## src/core/memory_map_decoder_pkg.sv

```systemverilog
// Package for the memory map decoder: address map, vectors, widths.
// Assumes a single system clock domain and a 22-bit word address bus.
`default_nettype none
package memory_map_decoder_pkg;
    localparam int ADDR_W = 22;
    localparam int PC_W   = 16;
    localparam int DATA_W = 16;

    localparam logic [21:0] SRAM_LO      = 22'h000000;
    localparam logic [21:0] SRAM_HI      = 22'h0007FF;
    localparam logic [21:0] RSVD_LO      = 22'h000800;
    localparam logic [21:0] RSVD_HI      = 22'h006FFF;
    localparam logic [21:0] PERI_LO      = 22'h007000;
    localparam logic [21:0] PERI_HI      = 22'h0075FF;
    localparam logic [21:0] PERI_ILL_LO  = 22'h007600;
    localparam logic [21:0] PERI_ILL_HI  = 22'h007FFF;
    localparam logic [21:0] FLASH_LO     = 22'h008000;
    localparam logic [21:0] FLASH_HI     = 22'h00FFFF;
    localparam logic [21:0] HIGH_RSVD_LO = 22'h010000;
    localparam logic [21:0] INFO_LO      = 22'h008000;
    localparam logic [21:0] INFO_HI      = 22'h00803F;
    localparam logic [21:0] OPTION_ADDR  = 22'h008000;

    // Flash banks and frames
    localparam int          BANK_COUNT   = 16;
    localparam int          BANK_LSB     = 11;
    localparam int          FRAME_LSB    = 8;
    localparam logic [3:0]  WR_BANK      = 4'hE;
    localparam int          FRAME_COUNT  = 128;

    // Stack pointer starts at top of SRAM
    localparam logic [15:0] SP_INIT      = 16'h07FF;

    // Vector table
    localparam logic [15:0] VEC_BREAK    = 16'hFFF5;
    localparam logic [15:0] VEC_FAST     = 16'hFFF6;
    localparam logic [15:0] VEC_RESET    = 16'hFFF7;
    localparam logic [15:0] VEC_IRQ_BASE = 16'hFFF8;

    // Vector request kinds
    typedef enum logic [1:0] {
        VREQ_NONE  = 2'b00,
        VREQ_BREAK = 2'b01,
        VREQ_FAST  = 2'b10,
        VREQ_IRQ   = 2'b11
    } vec_req_type;

    // Implemented peripheral subranges; anything else in the window is reserved
    function automatic logic peri_present(input logic [21:0] a);
        logic [15:0] w;
        w = a[15:0];
        peri_present = (w >= 16'h7000 && w <= 16'h704F) ||
                       (w >= 16'h7060 && w <= 16'h70DF) ||
                       (w >= 16'h7100 && w <= 16'h711F) ||
                       (w >= 16'h7140 && w <= 16'h715F) ||
                       (w >= 16'h7400 && w <= 16'h747F) ||
                       (w >= 16'h7500 && w <= 16'h751F);
    endfunction

    function automatic logic in_range(input logic [21:0] a,
                                      input logic [21:0] lo,
                                      input logic [21:0] hi);
        in_range = (a >= lo) && (a <= hi);
    endfunction
endpackage
`default_nettype wire

```

## src/core/memory_map_decoder.sv

```systemverilog
// Memory map decoder: steers CPU word accesses to SRAM, peripheral registers,
// program flash or information block; supplies vectors and fetch-fault reset.
// Assumes CPU inputs are synchronous to i_sys_clk; one access per cycle.
`default_nettype none
module memory_map_decoder
    import memory_map_decoder_pkg::*;
#(
    parameter int SRAM_WORDS = 2048
)(
    // Clock and reset
    input  wire logic              i_sys_clk,
    input  wire logic              i_rstn,
    // CPU access
    input  wire logic [ADDR_W-1:0] i_addr,
    input  wire logic              i_rd,
    input  wire logic              i_wr,
    input  wire logic              i_fetch,
    input  wire logic [DATA_W-1:0] i_periph_rdata,
    // Flash configuration, programming path and illegal-address flag clear
    input  wire logic              i_info_sel,
    input  wire logic              i_bank_wr_en,
    input  wire logic              i_prog_path,
    input  wire logic              i_fault_clear,
    // Vector requests
    input  wire logic [1:0]        i_vec_req,
    input  wire logic [2:0]        i_irq_level,
    // Target selects
    output logic                   o_sram_sel,
    output logic                   o_periph_sel,
    output logic                   o_flash_sel,
    output logic                   o_info_sel,
    output logic                   o_option_sel,
    output logic                   o_target_wr,
    output logic [DATA_W-1:0]      o_periph_rdata,
    output logic [3:0]             o_flash_bank,
    output logic [6:0]             o_flash_frame,
    output logic                   o_flash_wr_ok,
    // Vectors, stack and fault reset
    output logic [PC_W-1:0]        o_vector_addr,
    output logic [PC_W-1:0]        o_reset_pc,
    output logic [PC_W-1:0]        o_stack_pointer_init,
    output logic                   o_cpu_reset_req,
    output logic                   o_illegal_addr_flag
);
    // The map is fixed, so only the documented SRAM depth can be served
    if (SRAM_WORDS != int'(SRAM_HI - SRAM_LO) + 1)
    begin : g_bad_sram_words
        $error("SRAM_WORDS must be 2048");
    end

    logic [DATA_W-1:0] periph_rdata_ff, nxt_periph_rdata;
    logic [PC_W-1:0]   vector_ff, nxt_vector;
    logic              cpu_reset_ff, nxt_cpu_reset;
    logic              iar_flag_ff, nxt_iar_flag;

    logic hit_sram, hit_peri, hit_peri_ill, hit_flash, hit_rsvd, hit_high;
    logic hit_info, bank_writable, illegal;

    always_comb
    begin
        hit_sram     = in_range(i_addr, SRAM_LO, SRAM_HI);
        hit_rsvd     = in_range(i_addr, RSVD_LO, RSVD_HI);
        hit_high     = (i_addr >= HIGH_RSVD_LO);
        hit_peri     = in_range(i_addr, PERI_LO, PERI_HI);
        hit_peri_ill = in_range(i_addr, PERI_ILL_LO, PERI_ILL_HI);
        hit_flash    = in_range(i_addr, FLASH_LO, FLASH_HI);
        // Info block shadows the normal block when selected
        hit_info     = i_info_sel && in_range(i_addr, INFO_LO, INFO_HI);
        bank_writable = (i_addr[14:BANK_LSB] == WR_BANK) && i_bank_wr_en;
        illegal      = hit_rsvd || hit_peri_ill || hit_high;
    end

    // Selects are combinational so the target sees them in the access cycle
    always_comb
    begin
        o_sram_sel    = hit_sram;
        o_periph_sel  = hit_peri && peri_present(i_addr);
        o_flash_sel   = hit_flash && !i_info_sel;
        o_info_sel    = hit_info;
        o_option_sel  = hit_info && (i_addr == OPTION_ADDR);
        o_flash_bank  = i_addr[14:BANK_LSB];
        o_flash_frame = i_addr[14:FRAME_LSB];
        o_flash_wr_ok = o_flash_sel && bank_writable;
        if (hit_info)
        begin
            o_target_wr = i_wr && i_prog_path;
        end
        else if (o_flash_sel)
        begin
            o_target_wr = i_wr && (bank_writable || i_prog_path);
        end
        else
        begin
            o_target_wr = i_wr && (o_sram_sel || o_periph_sel);
        end
    end

    always_comb
    begin
        // Reserved peripheral holes read back zero
        nxt_periph_rdata = (i_rd && hit_peri && peri_present(i_addr)) ?
                           i_periph_rdata : '0;
        unique case (vec_req_type'(i_vec_req))
            VREQ_NONE:  nxt_vector = VEC_RESET;
            VREQ_BREAK: nxt_vector = VEC_BREAK;
            VREQ_FAST:  nxt_vector = VEC_FAST;
            VREQ_IRQ:   nxt_vector = VEC_IRQ_BASE + {13'h0000, i_irq_level};
        endcase
        nxt_cpu_reset = i_fetch && illegal;
        // Set wins over clear
        nxt_iar_flag  = (i_fetch && illegal) ||
                        (iar_flag_ff && !i_fault_clear);
    end

    always_ff @(posedge i_sys_clk or negedge i_rstn)
    begin
        if (!i_rstn)
        begin
            periph_rdata_ff <= '0;
            vector_ff       <= VEC_RESET;
            cpu_reset_ff    <= 1'b0;
            iar_flag_ff     <= 1'b0;
        end
        else
        begin
            periph_rdata_ff <= nxt_periph_rdata;
            vector_ff       <= nxt_vector;
            cpu_reset_ff    <= nxt_cpu_reset;
            iar_flag_ff     <= nxt_iar_flag;
        end
    end

    assign o_periph_rdata       = periph_rdata_ff;
    assign o_vector_addr        = vector_ff;
    assign o_reset_pc           = VEC_RESET;
    assign o_stack_pointer_init = SP_INIT;
    assign o_cpu_reset_req      = cpu_reset_ff;
    assign o_illegal_addr_flag  = iar_flag_ff;

    property p_sram_route;
        @(posedge i_sys_clk) disable iff (!i_rstn)
        (i_addr <= SRAM_HI) |-> o_sram_sel && !o_flash_sel && !o_periph_sel;
    endproperty
    a_sram_route: assert property (p_sram_route) else $error("sram not selected");

    property p_reserved_none;
        @(posedge i_sys_clk) disable iff (!i_rstn)
        (hit_rsvd || hit_high) |-> !(o_sram_sel || o_periph_sel || o_flash_sel || o_info_sel);
    endproperty
    a_reserved_none: assert property (p_reserved_none) else $error("target in hole");

    property p_peri_illegal;
        @(posedge i_sys_clk) disable iff (!i_rstn)
        (i_addr >= PERI_ILL_LO && i_addr <= PERI_ILL_HI) |-> !o_periph_sel;
    endproperty
    a_peri_illegal: assert property (p_peri_illegal) else $error("illegal peri sel");

    property p_exclusive;
        @(posedge i_sys_clk) disable iff (!i_rstn)
        !(o_info_sel && o_flash_sel);
    endproperty
    a_exclusive: assert property (p_exclusive) else $error("info and flash both");

    property p_ro_bank;
        @(posedge i_sys_clk) disable iff (!i_rstn)
        (o_flash_sel && o_flash_bank != WR_BANK && !i_prog_path) |-> !o_target_wr;
    endproperty
    a_ro_bank: assert property (p_ro_bank) else $error("write to ro bank");

    property p_info_write;
        @(posedge i_sys_clk) disable iff (!i_rstn)
        (o_info_sel && o_target_wr) |-> i_prog_path;
    endproperty
    a_info_write: assert property (p_info_write) else $error("info write w/o path");

    property p_fetch_reset;
        @(posedge i_sys_clk) disable iff (!i_rstn)
        (i_fetch && hit_rsvd) |=> o_cpu_reset_req && o_illegal_addr_flag;
    endproperty
    a_fetch_reset: assert property (p_fetch_reset) else $error("no illegal reset");

    property p_irq_vec;
        @(posedge i_sys_clk) disable iff (!i_rstn)
        (i_vec_req == VREQ_IRQ) |=> o_vector_addr == VEC_IRQ_BASE + $past(i_irq_level);
    endproperty
    a_irq_vec: assert property (p_irq_vec) else $error("bad irq vector");

    property p_hole_zero;
        @(posedge i_sys_clk) disable iff (!i_rstn)
        (i_rd && hit_peri && !peri_present(i_addr)) |=> o_periph_rdata == 16'h0000;
    endproperty
    a_hole_zero: assert property (p_hole_zero) else $error("hole read nonzero");

    property p_periph_route;
        @(posedge i_sys_clk) disable iff (!i_rstn)
        (i_addr >= PERI_LO && i_addr <= PERI_HI && peri_present(i_addr)) |->
            o_periph_sel && !o_sram_sel && !o_flash_sel;
    endproperty
    a_periph_route: assert property (p_periph_route) else $error("periph missed");

    property p_peri_data;
        @(posedge i_sys_clk) disable iff (!i_rstn)
        (i_rd && o_periph_sel) |=> o_periph_rdata == $past(i_periph_rdata);
    endproperty
    a_peri_data: assert property (p_peri_data) else $error("bad periph data");

    property p_flash_route;
        @(posedge i_sys_clk) disable iff (!i_rstn)
        (i_addr >= FLASH_LO && i_addr <= FLASH_HI && !i_info_sel) |->
            o_flash_sel && !o_info_sel;
    endproperty
    a_flash_route: assert property (p_flash_route) else $error("flash missed");

    property p_bank_index;
        @(posedge i_sys_clk) disable iff (!i_rstn)
        o_flash_sel |-> o_flash_bank == 4'((i_addr - FLASH_LO) >> BANK_LSB);
    endproperty
    a_bank_index: assert property (p_bank_index) else $error("bad bank");

    property p_frame_index;
        @(posedge i_sys_clk) disable iff (!i_rstn)
        o_flash_sel |-> o_flash_frame == 7'((i_addr - FLASH_LO) >> FRAME_LSB);
    endproperty
    a_frame_index: assert property (p_frame_index) else $error("bad frame");

    property p_info_route;
        @(posedge i_sys_clk) disable iff (!i_rstn)
        (i_info_sel && i_addr >= INFO_LO && i_addr <= INFO_HI) |->
            o_info_sel && !o_flash_sel;
    endproperty
    a_info_route: assert property (p_info_route) else $error("info missed");

    property p_option;
        @(posedge i_sys_clk) disable iff (!i_rstn)
        o_option_sel |-> o_info_sel && (i_addr == INFO_LO);
    endproperty
    a_option: assert property (p_option) else $error("bad option sel");

    property p_sram_write;
        @(posedge i_sys_clk) disable iff (!i_rstn)
        (o_sram_sel && i_wr) |-> o_target_wr;
    endproperty
    a_sram_write: assert property (p_sram_write) else $error("sram write lost");

    property p_wr_bank_ok;
        @(posedge i_sys_clk) disable iff (!i_rstn)
        (i_wr && o_flash_sel && o_flash_bank == WR_BANK && i_bank_wr_en) |->
            o_flash_wr_ok && o_target_wr;
    endproperty
    a_wr_bank_ok: assert property (p_wr_bank_ok) else $error("bank write lost");

    property p_ro_drop;
        @(posedge i_sys_clk) disable iff (!i_rstn)
        (o_flash_sel && !i_bank_wr_en && !i_prog_path) |-> !o_target_wr && !o_flash_wr_ok;
    endproperty
    a_ro_drop: assert property (p_ro_drop) else $error("ro write passed");

    property p_hole_nowrite;
        @(posedge i_sys_clk) disable iff (!i_rstn)
        (hit_peri && !peri_present(i_addr)) |-> !o_periph_sel && !o_target_wr;
    endproperty
    a_hole_nowrite: assert property (p_hole_nowrite) else $error("hole written");

    property p_rdata_idle;
        @(posedge i_sys_clk) disable iff (!i_rstn)
        !i_rd |=> o_periph_rdata == 16'h0000;
    endproperty
    a_rdata_idle: assert property (p_rdata_idle) else $error("idle rdata nonzero");

    property p_vec_reset;
        @(posedge i_sys_clk) disable iff (!i_rstn)
        (i_vec_req == VREQ_NONE) |=> o_vector_addr == VEC_RESET;
    endproperty
    a_vec_reset: assert property (p_vec_reset) else $error("bad reset vector");

    property p_vec_break;
        @(posedge i_sys_clk) disable iff (!i_rstn)
        (i_vec_req == VREQ_BREAK) |=> o_vector_addr == VEC_BREAK;
    endproperty
    a_vec_break: assert property (p_vec_break) else $error("bad break vector");

    property p_vec_fast;
        @(posedge i_sys_clk) disable iff (!i_rstn)
        (i_vec_req == VREQ_FAST) |=> o_vector_addr == VEC_FAST;
    endproperty
    a_vec_fast: assert property (p_vec_fast) else $error("bad fast vector");

    property p_sp_top;
        @(posedge i_sys_clk) disable iff (!i_rstn)
        o_stack_pointer_init == SRAM_HI[15:0];
    endproperty
    a_sp_top: assert property (p_sp_top) else $error("bad stack pointer");

    property p_flag_hold;
        @(posedge i_sys_clk) disable iff (!i_rstn)
        (o_illegal_addr_flag && !i_fault_clear) |=> o_illegal_addr_flag;
    endproperty
    a_flag_hold: assert property (p_flag_hold) else $error("flag lost");

    property p_reset_pulse;
        @(posedge i_sys_clk) disable iff (!i_rstn)
        !(i_fetch && illegal) |=> !o_cpu_reset_req;
    endproperty
    a_reset_pulse: assert property (p_reset_pulse) else $error("reset req stuck");

    property p_peri_ill_fetch;
        @(posedge i_sys_clk) disable iff (!i_rstn)
        (i_fetch && hit_peri_ill) |=> o_cpu_reset_req && o_illegal_addr_flag;
    endproperty
    a_peri_ill_fetch: assert property (p_peri_ill_fetch) else $error("no peri fault");

    property p_high_fetch;
        @(posedge i_sys_clk) disable iff (!i_rstn)
        (i_fetch && hit_high) |=> o_cpu_reset_req && o_illegal_addr_flag;
    endproperty
    a_high_fetch: assert property (p_high_fetch) else $error("no high fault");

    c_sram:   cover property (@(posedge i_sys_clk) disable iff (!i_rstn) o_sram_sel && i_wr);
    c_bank_w: cover property (@(posedge i_sys_clk) disable iff (!i_rstn) o_flash_wr_ok && i_wr);
    c_info:   cover property (@(posedge i_sys_clk) disable iff (!i_rstn) o_option_sel);
    c_iar:    cover property (@(posedge i_sys_clk) disable iff (!i_rstn) o_cpu_reset_req);
    c_irq:    cover property (@(posedge i_sys_clk) disable iff (!i_rstn) i_vec_req == VREQ_IRQ);
endmodule
`default_nettype wire

```

## config.mk

```make
export PLATFORM = sky130hd
export DESIGN_NAME = memory_map_decoder
export DESIGN_NICKNAME = d
export VERILOG_FILES = /design/src/core/memory_map_decoder_pkg.sv /design/src/core/memory_map_decoder.sv
export SDC_FILE = /design/constraint.sdc
export NUM_CORES = 1
export LEC_CHECK = 0
export ABC_AREA = 1
export BUFFER_PORTS_ARGS = -buffer_cell sky130_fd_sc_hd__clkbuf_2
export CAP_MARGIN = 20
export CORE_MARGIN = 2
export CORE_UTILIZATION = 37
export DETAILED_ROUTE_END_ITERATION = 12
export GPL_ROUTABILITY_DRIVEN = 0
export GPL_TIMING_DRIVEN = 0
export HOLD_SLACK_MARGIN = 0.02
export PLACE_DENSITY = 0.82
export SYNTH_ARGS = -nofsm -noshare
export SYNTH_HDL_FRONTEND = slang
export SYNTH_SLANG_ARGS = --single-unit
```

## constraint.sdc

```tcl
create_clock -name i_sys_clk -period 1.1 [get_ports i_sys_clk]
set_clock_uncertainty 0.1 [all_clocks]
set_input_delay 0.11 -clock i_sys_clk [delete_from_list [all_inputs] [get_ports i_sys_clk]]
set_output_delay 0.11 -clock i_sys_clk [all_outputs]
set_load 0.005 [all_outputs]
```

# Word-level counts from Yosys, hierarchy flattened
# Index checks and enable logic that the tools add are counted.
# op_classes
add_sub_neg	1
n_mux	4
reduce_logical	38
magnitude_cmp	24
eq_ne	5
# ops
operator	count
$ge A16 B15 Y1 const B	6
$le A16 B15 Y1 const B	6
$le A22 B15 Y1 const B	3
$pmux W16 S4	1
$ge A22 B15 Y1 const B	2
$le A22 B16 Y1 const B	2
$logic_and A1 B1 Y1	25
$eq A22 B16 Y1 const B	1
$ge A22 B1 Y1 const B	1
$ge A22 B12 Y1 const B	1
$ge A22 B16 Y1 const B	1
$ge A22 B17 Y1 const B	1
$le A22 B11 Y1 const B	1
$mux W16	1
$logic_or A1 B1 Y1	10
$add A4 B4 Y5 const A	1
$eq A2 B2 Y1 const B	2
$eq A4 B4 Y1 const B	1
$eq A2 B1 Y1 const B	1
$logic_not A1 Y1	2
$logic_not A2 Y1	1
$mux W1	2
# word_totals
reg_bits	34
elab_cells	76
out_inout_bits	84

# Longest topological paths before layout
# depth
depth_word	12
ltp_mapped	11
ltp_nobuf	10

# Worst setup path after synthesis
# OpenSTA, ideal clock, no wires.
# synth_timing
path_kind	input-to-output
start	input port i_addr[20]
end	output port o_target_wr
stages	9
path_buffers	0
required_ps	890
path_slack_ps	-257
t_arrival_ps	1147
path_cell_list	nor2_1 nand2_1 nor2_1 inv_1 nor3_1 inv_1 nand3_1 inv_1 a21oi_1
# synth_via
word_cells_on_any_way	18
classes_between	order compare: 7; mux: 2; reduce/logical: 9
# synth_lines
item	line	source
from (decl)	memory_map_decoder.sv:14	input wire logic [ADDR_W-1:0] i_addr,
$ge A22 B16 Y1 / $le A22 B16 Y1 (equally long branches)	memory_map_decoder_pkg.sv:63	in_range = (a >= lo) && (a <= hi);
$logic_and A1 B1 Y1 (*)	memory_map_decoder_pkg.sv:63	
$logic_and A1 B1 Y1 (*)	memory_map_decoder.sv:78	o_flash_sel = hit_flash && !i_info_sel;
named net o_flash_sel	memory_map_decoder.sv:30	output logic o_flash_sel,
$mux W1 (*)	memory_map_decoder.sv:88	else if (o_flash_sel)
$mux W1 (*)	memory_map_decoder.sv:84	if (hit_info)
to (decl)	memory_map_decoder.sv:33	output logic o_target_wr,
# The timed path passes the listed nets; every way through them passes the cells marked *.

# Worst setup path after layout
# layout_timing
start	input port i_addr[10]
end	output port o_target_wr
# layout_via
elab_chain_cells	12
word_cells_on_any_way	41
classes_between	order compare: 19; mux: 2; reduce/logical: 20
# layout_rtl
item	line	source
$ge A16 B15 Y1, or another cell as far along	memory_map_decoder_pkg.sv:52	peri_present = (w >= 16'h7000 && w <= 16'h704F) ||
$logic_and A1 B1 Y1, on equally long branches	memory_map_decoder_pkg.sv:52, memory_map_decoder_pkg.sv:53	
$logic_or A1 B1 Y1	memory_map_decoder_pkg.sv:52	
$logic_or A1 B1 Y1	memory_map_decoder_pkg.sv:53	(w >= 16'h7060 && w <= 16'h70DF) ||
$logic_or A1 B1 Y1	memory_map_decoder_pkg.sv:54	(w >= 16'h7100 && w <= 16'h711F) ||
$logic_or A1 B1 Y1	memory_map_decoder_pkg.sv:55	(w >= 16'h7140 && w <= 16'h715F) ||
$logic_or A1 B1 Y1	memory_map_decoder_pkg.sv:56	(w >= 16'h7400 && w <= 16'h747F) ||
$logic_and A1 B1 Y1	memory_map_decoder.sv:77	o_periph_sel = hit_peri && peri_present(i_addr);
$logic_or A1 B1 Y1	memory_map_decoder.sv:94	o_target_wr = i_wr && (o_sram_sel || o_periph_sel);
$logic_and A1 B1 Y1	memory_map_decoder.sv:94	
$mux W1	memory_map_decoder.sv:88	
$mux W1 (*)	memory_map_decoder.sv:84	
# Every way passes the cells marked *; elsewhere a longest branch is shown, timed or not.

==> results.toml <==
[setup_path]
crit_end = "o_target_wr"
worstSetupEndpointType = "output pin"
cp-startpoint = "i_addr[10]"
r2r-end = "o_illegal_addr_flag"
path_class = "primary input to output pin"
r2r_setup_slack_ns = 0.37
cp.required_ns = 0.89
cp.arrival_ns = 1.33
startpoint_type = "primary input"
critPathMaxFanout = 4
worstReg2RegStart = "o_illegal_addr_flag"
r2r.worst_path.cells = 2

[layout]
num_antenna_cells = 0
design_area_mm2 = 0.00343
final_util_pct = 72.7
syn_to_final_growth_pct = 90.4
drive_above_1_share_pct = 58.1
final_cell_mix = "clkbuf_2 (75), buf_4 (72), conb_1 (44)"
fin_nets = 478
layout_commonest_cell = "clkbuf_2"

[route]
via_count = 2026
wl_mm = 6.09
wl_per_cell_um = 12.4
final_antenna_net_count = 0
via_per_inst = 4.12
first_pass_iters = 5
drcViolationCount = 0
drt_iter0_markers = 107

[timing]
fin_crit_ns = 1.54
fmaxAchievable_mhz = 651
tightest_slew_ns = 0.525
drv_slew = 0
relSlewSlack_pct = 65.0
rsz0062_at_grt = "true"
hold_viol_final = 0
period_share_pct = 140
setup_violations = 24
fin_ws_ns = -0.436

[global_route]
antenna_found_initial = 0
globalRouteOverflowTotal = 0
grt_pass1_wl_mm = 8.19
grt_start_max_net_pins = 23
grt_usage_pct = 19.1
grt_pass1_vias = 1904

[die]
core.rowCount = 25
die_w_um = 73.8
initial_core_util_pct = 38.2
die-area_mm2 = 0.00545
die_y_um = 73.8
io_pins = 136
core-area_mm2 = 0.00472

[yosys]
ys_ff_latch = 22
synth_area_mm2 = 0.00180
synth_cells = 239
synth_warnings = 0
syn_area_per_cell_um2 = 7.55
synth_cell_types = 26
seq_area_frac_synth_pct = 30.7

[clocking]
clk_pin_slew_ns = 0.08
cts_tree = "yes"
htreeDepth = 1
clk_path_buf_depth = 2
cts_buffers = 3
cts_sinks = 22
cts-root-buf = "clkbuf_8"
insertion_delay_ns = 0.25

[place]
dp_hpwl_mm = 3.33
portBuffers = 91
post_dp_cell_area_mm2 = 0.00251

[pwr]
leakagePower_nw = 1.90
ir_drop_uv = 399
power.density_mw_per_mm2 = 690
total_power_mw = 2.37

[job]
cap_violations = 0

[status]
violations = "negative setup slack"
outcome = "finished with violations"

[hold_path]
hp-class = "primary input to flip-flop"
how the worst min path moves through the flow:
stage           start                 end  slack (ns)  cells past startpoint
2_1_floorplan  i_rstn     o_cpu_reset_req       -0.29                      0
3_3_place_gp   i_rstn  o_periph_rdata[14]      -0.004                      1
3_5_place_dp   i_rstn  o_periph_rdata[14]      0.0005                      1
4_1_cts          i_rd  o_periph_rdata[15]        0.16                      4
5_1_grt          i_rd  o_periph_rdata[15]        0.18                      4
6_report         i_rd  o_periph_rdata[15]        0.17                      4
metrics by stage:
| step | hold slack, ns | cells | setup TNS, ns | setup slack (ns) |
|---|---|---|---|---|
| finish | 0.169 | 492 | -6.00 | -0.436 |
| global route | 0.181 | 492 | -7.76 | -0.513 |
| CTS | 0.162 | 486 | -5.09 | -0.337 |
| detailed placement | 0.000547 | 439 | -9.32 | -0.570 |
| global placement | -0.00420 | 439 | -9.15 | -0.555 |
| floorplan | -0.286 | 281 | -1.73 | -0.156 |
cells in the mapped netlist:
| cell type | n | area (µm²) |
|---|---|---|
| a21oi_1 | 5 | 25.0 |
| and2_4 | 1 | 8.76 |
| buf_12 | 1 | 20.0 |
| buf_4 | 55 | 413 |
| conb_1 | 2 | 7.51 |
| dfrtp_1 | 19 | 475 |
| dfstp_2 | 3 | 78.8 |
| inv_1 | 41 | 154 |
| inv_2 | 1 | 3.75 |
| inv_4 | 1 | 6.26 |
| nand2_1 | 32 | 120 |
| nand2_2 | 3 | 18.8 |
| nand3_1 | 12 | 60.1 |
| nand3_2 | 2 | 20.0 |
| nand3_4 | 2 | 35.0 |
| nand3b_1 | 1 | 7.51 |
| nand4_1 | 4 | 25.0 |
| nor2_1 | 25 | 93.8 |
| nor2_2 | 1 | 6.26 |
| nor2_4 | 12 | 135 |
| nor3_1 | 4 | 20.0 |
| nor4_1 | 3 | 18.8 |
| o21ai_0 | 5 | 25.0 |
| o21bai_1 | 1 | 7.51 |
| o22ai_1 | 1 | 6.26 |
| or2_2 | 2 | 12.5 |
cell families after synthesis:
| family | Yosys count | synth area share (%) |
|---|---|---|
| compound gates | 12 | 3.54 |
| buf+inv | 99 | 33.1 |
| flops | 22 | 30.7 |
| other cells | 2 | 0.416 |
| simple gates | 104 | 32.2 |
layout make-up:
cell class / instances / area, µm²
fill: 311 / 1290
timing repair buffer: 141 / 1100
multi-input combinational: 160 / 1040
sequential: 22 / 554
buffer: 55 / 413
inverter: 43 / 179
tap: 67 / 83.8
clock buffer: 3 / 41.3
clock inverter: 1 / 30.0
metal layers:
metal  share of wire (%)  vias to the layer above  track usage (%)
met4                 2.1                        0             6.26
met1                  34                      894             20.8
li1                    -                      997                -
met3                 8.3                       13             3.29
met2                  56                      122             36.7
met5                   0                        -                0
power by group:
part	internal [mW]	switching [mW]	leakage [nW]
clock network	0.486	0.254	0.0357
logic	0.436	0.362	1.58
registers	0.826	0.00638	0.291
flip-flops by register name, summed over array words and instances (netlist names):
register             cells
o_vector_addr            4
o_illegal_addr_flag      1
o_periph_rdata          16
o_cpu_reset_req          1
what timing repair did:
item | CTS | global route
pin swaps | 16 | 14
resized for setup | 57 | 54
buffers inserted | 21 | 8
hold endpoints to repair | 41 | 0
endpoints found under the setup margin | 23 | 28
cloned | 1 | 0
hold buffers | 24 | 0
critical path, cell delays in order:
cell       delay [ns]
clkbuf_16        0.13
buf_4            0.13
nand2_1          0.10
nand2_1          0.12
a21oi_2          0.17
nand3_2          0.11
nand3_2          0.12
o21bai_4         0.09
a21oi_2          0.13
buf_2            0.12
Note: power is estimated with default switching activity, not from simulation.
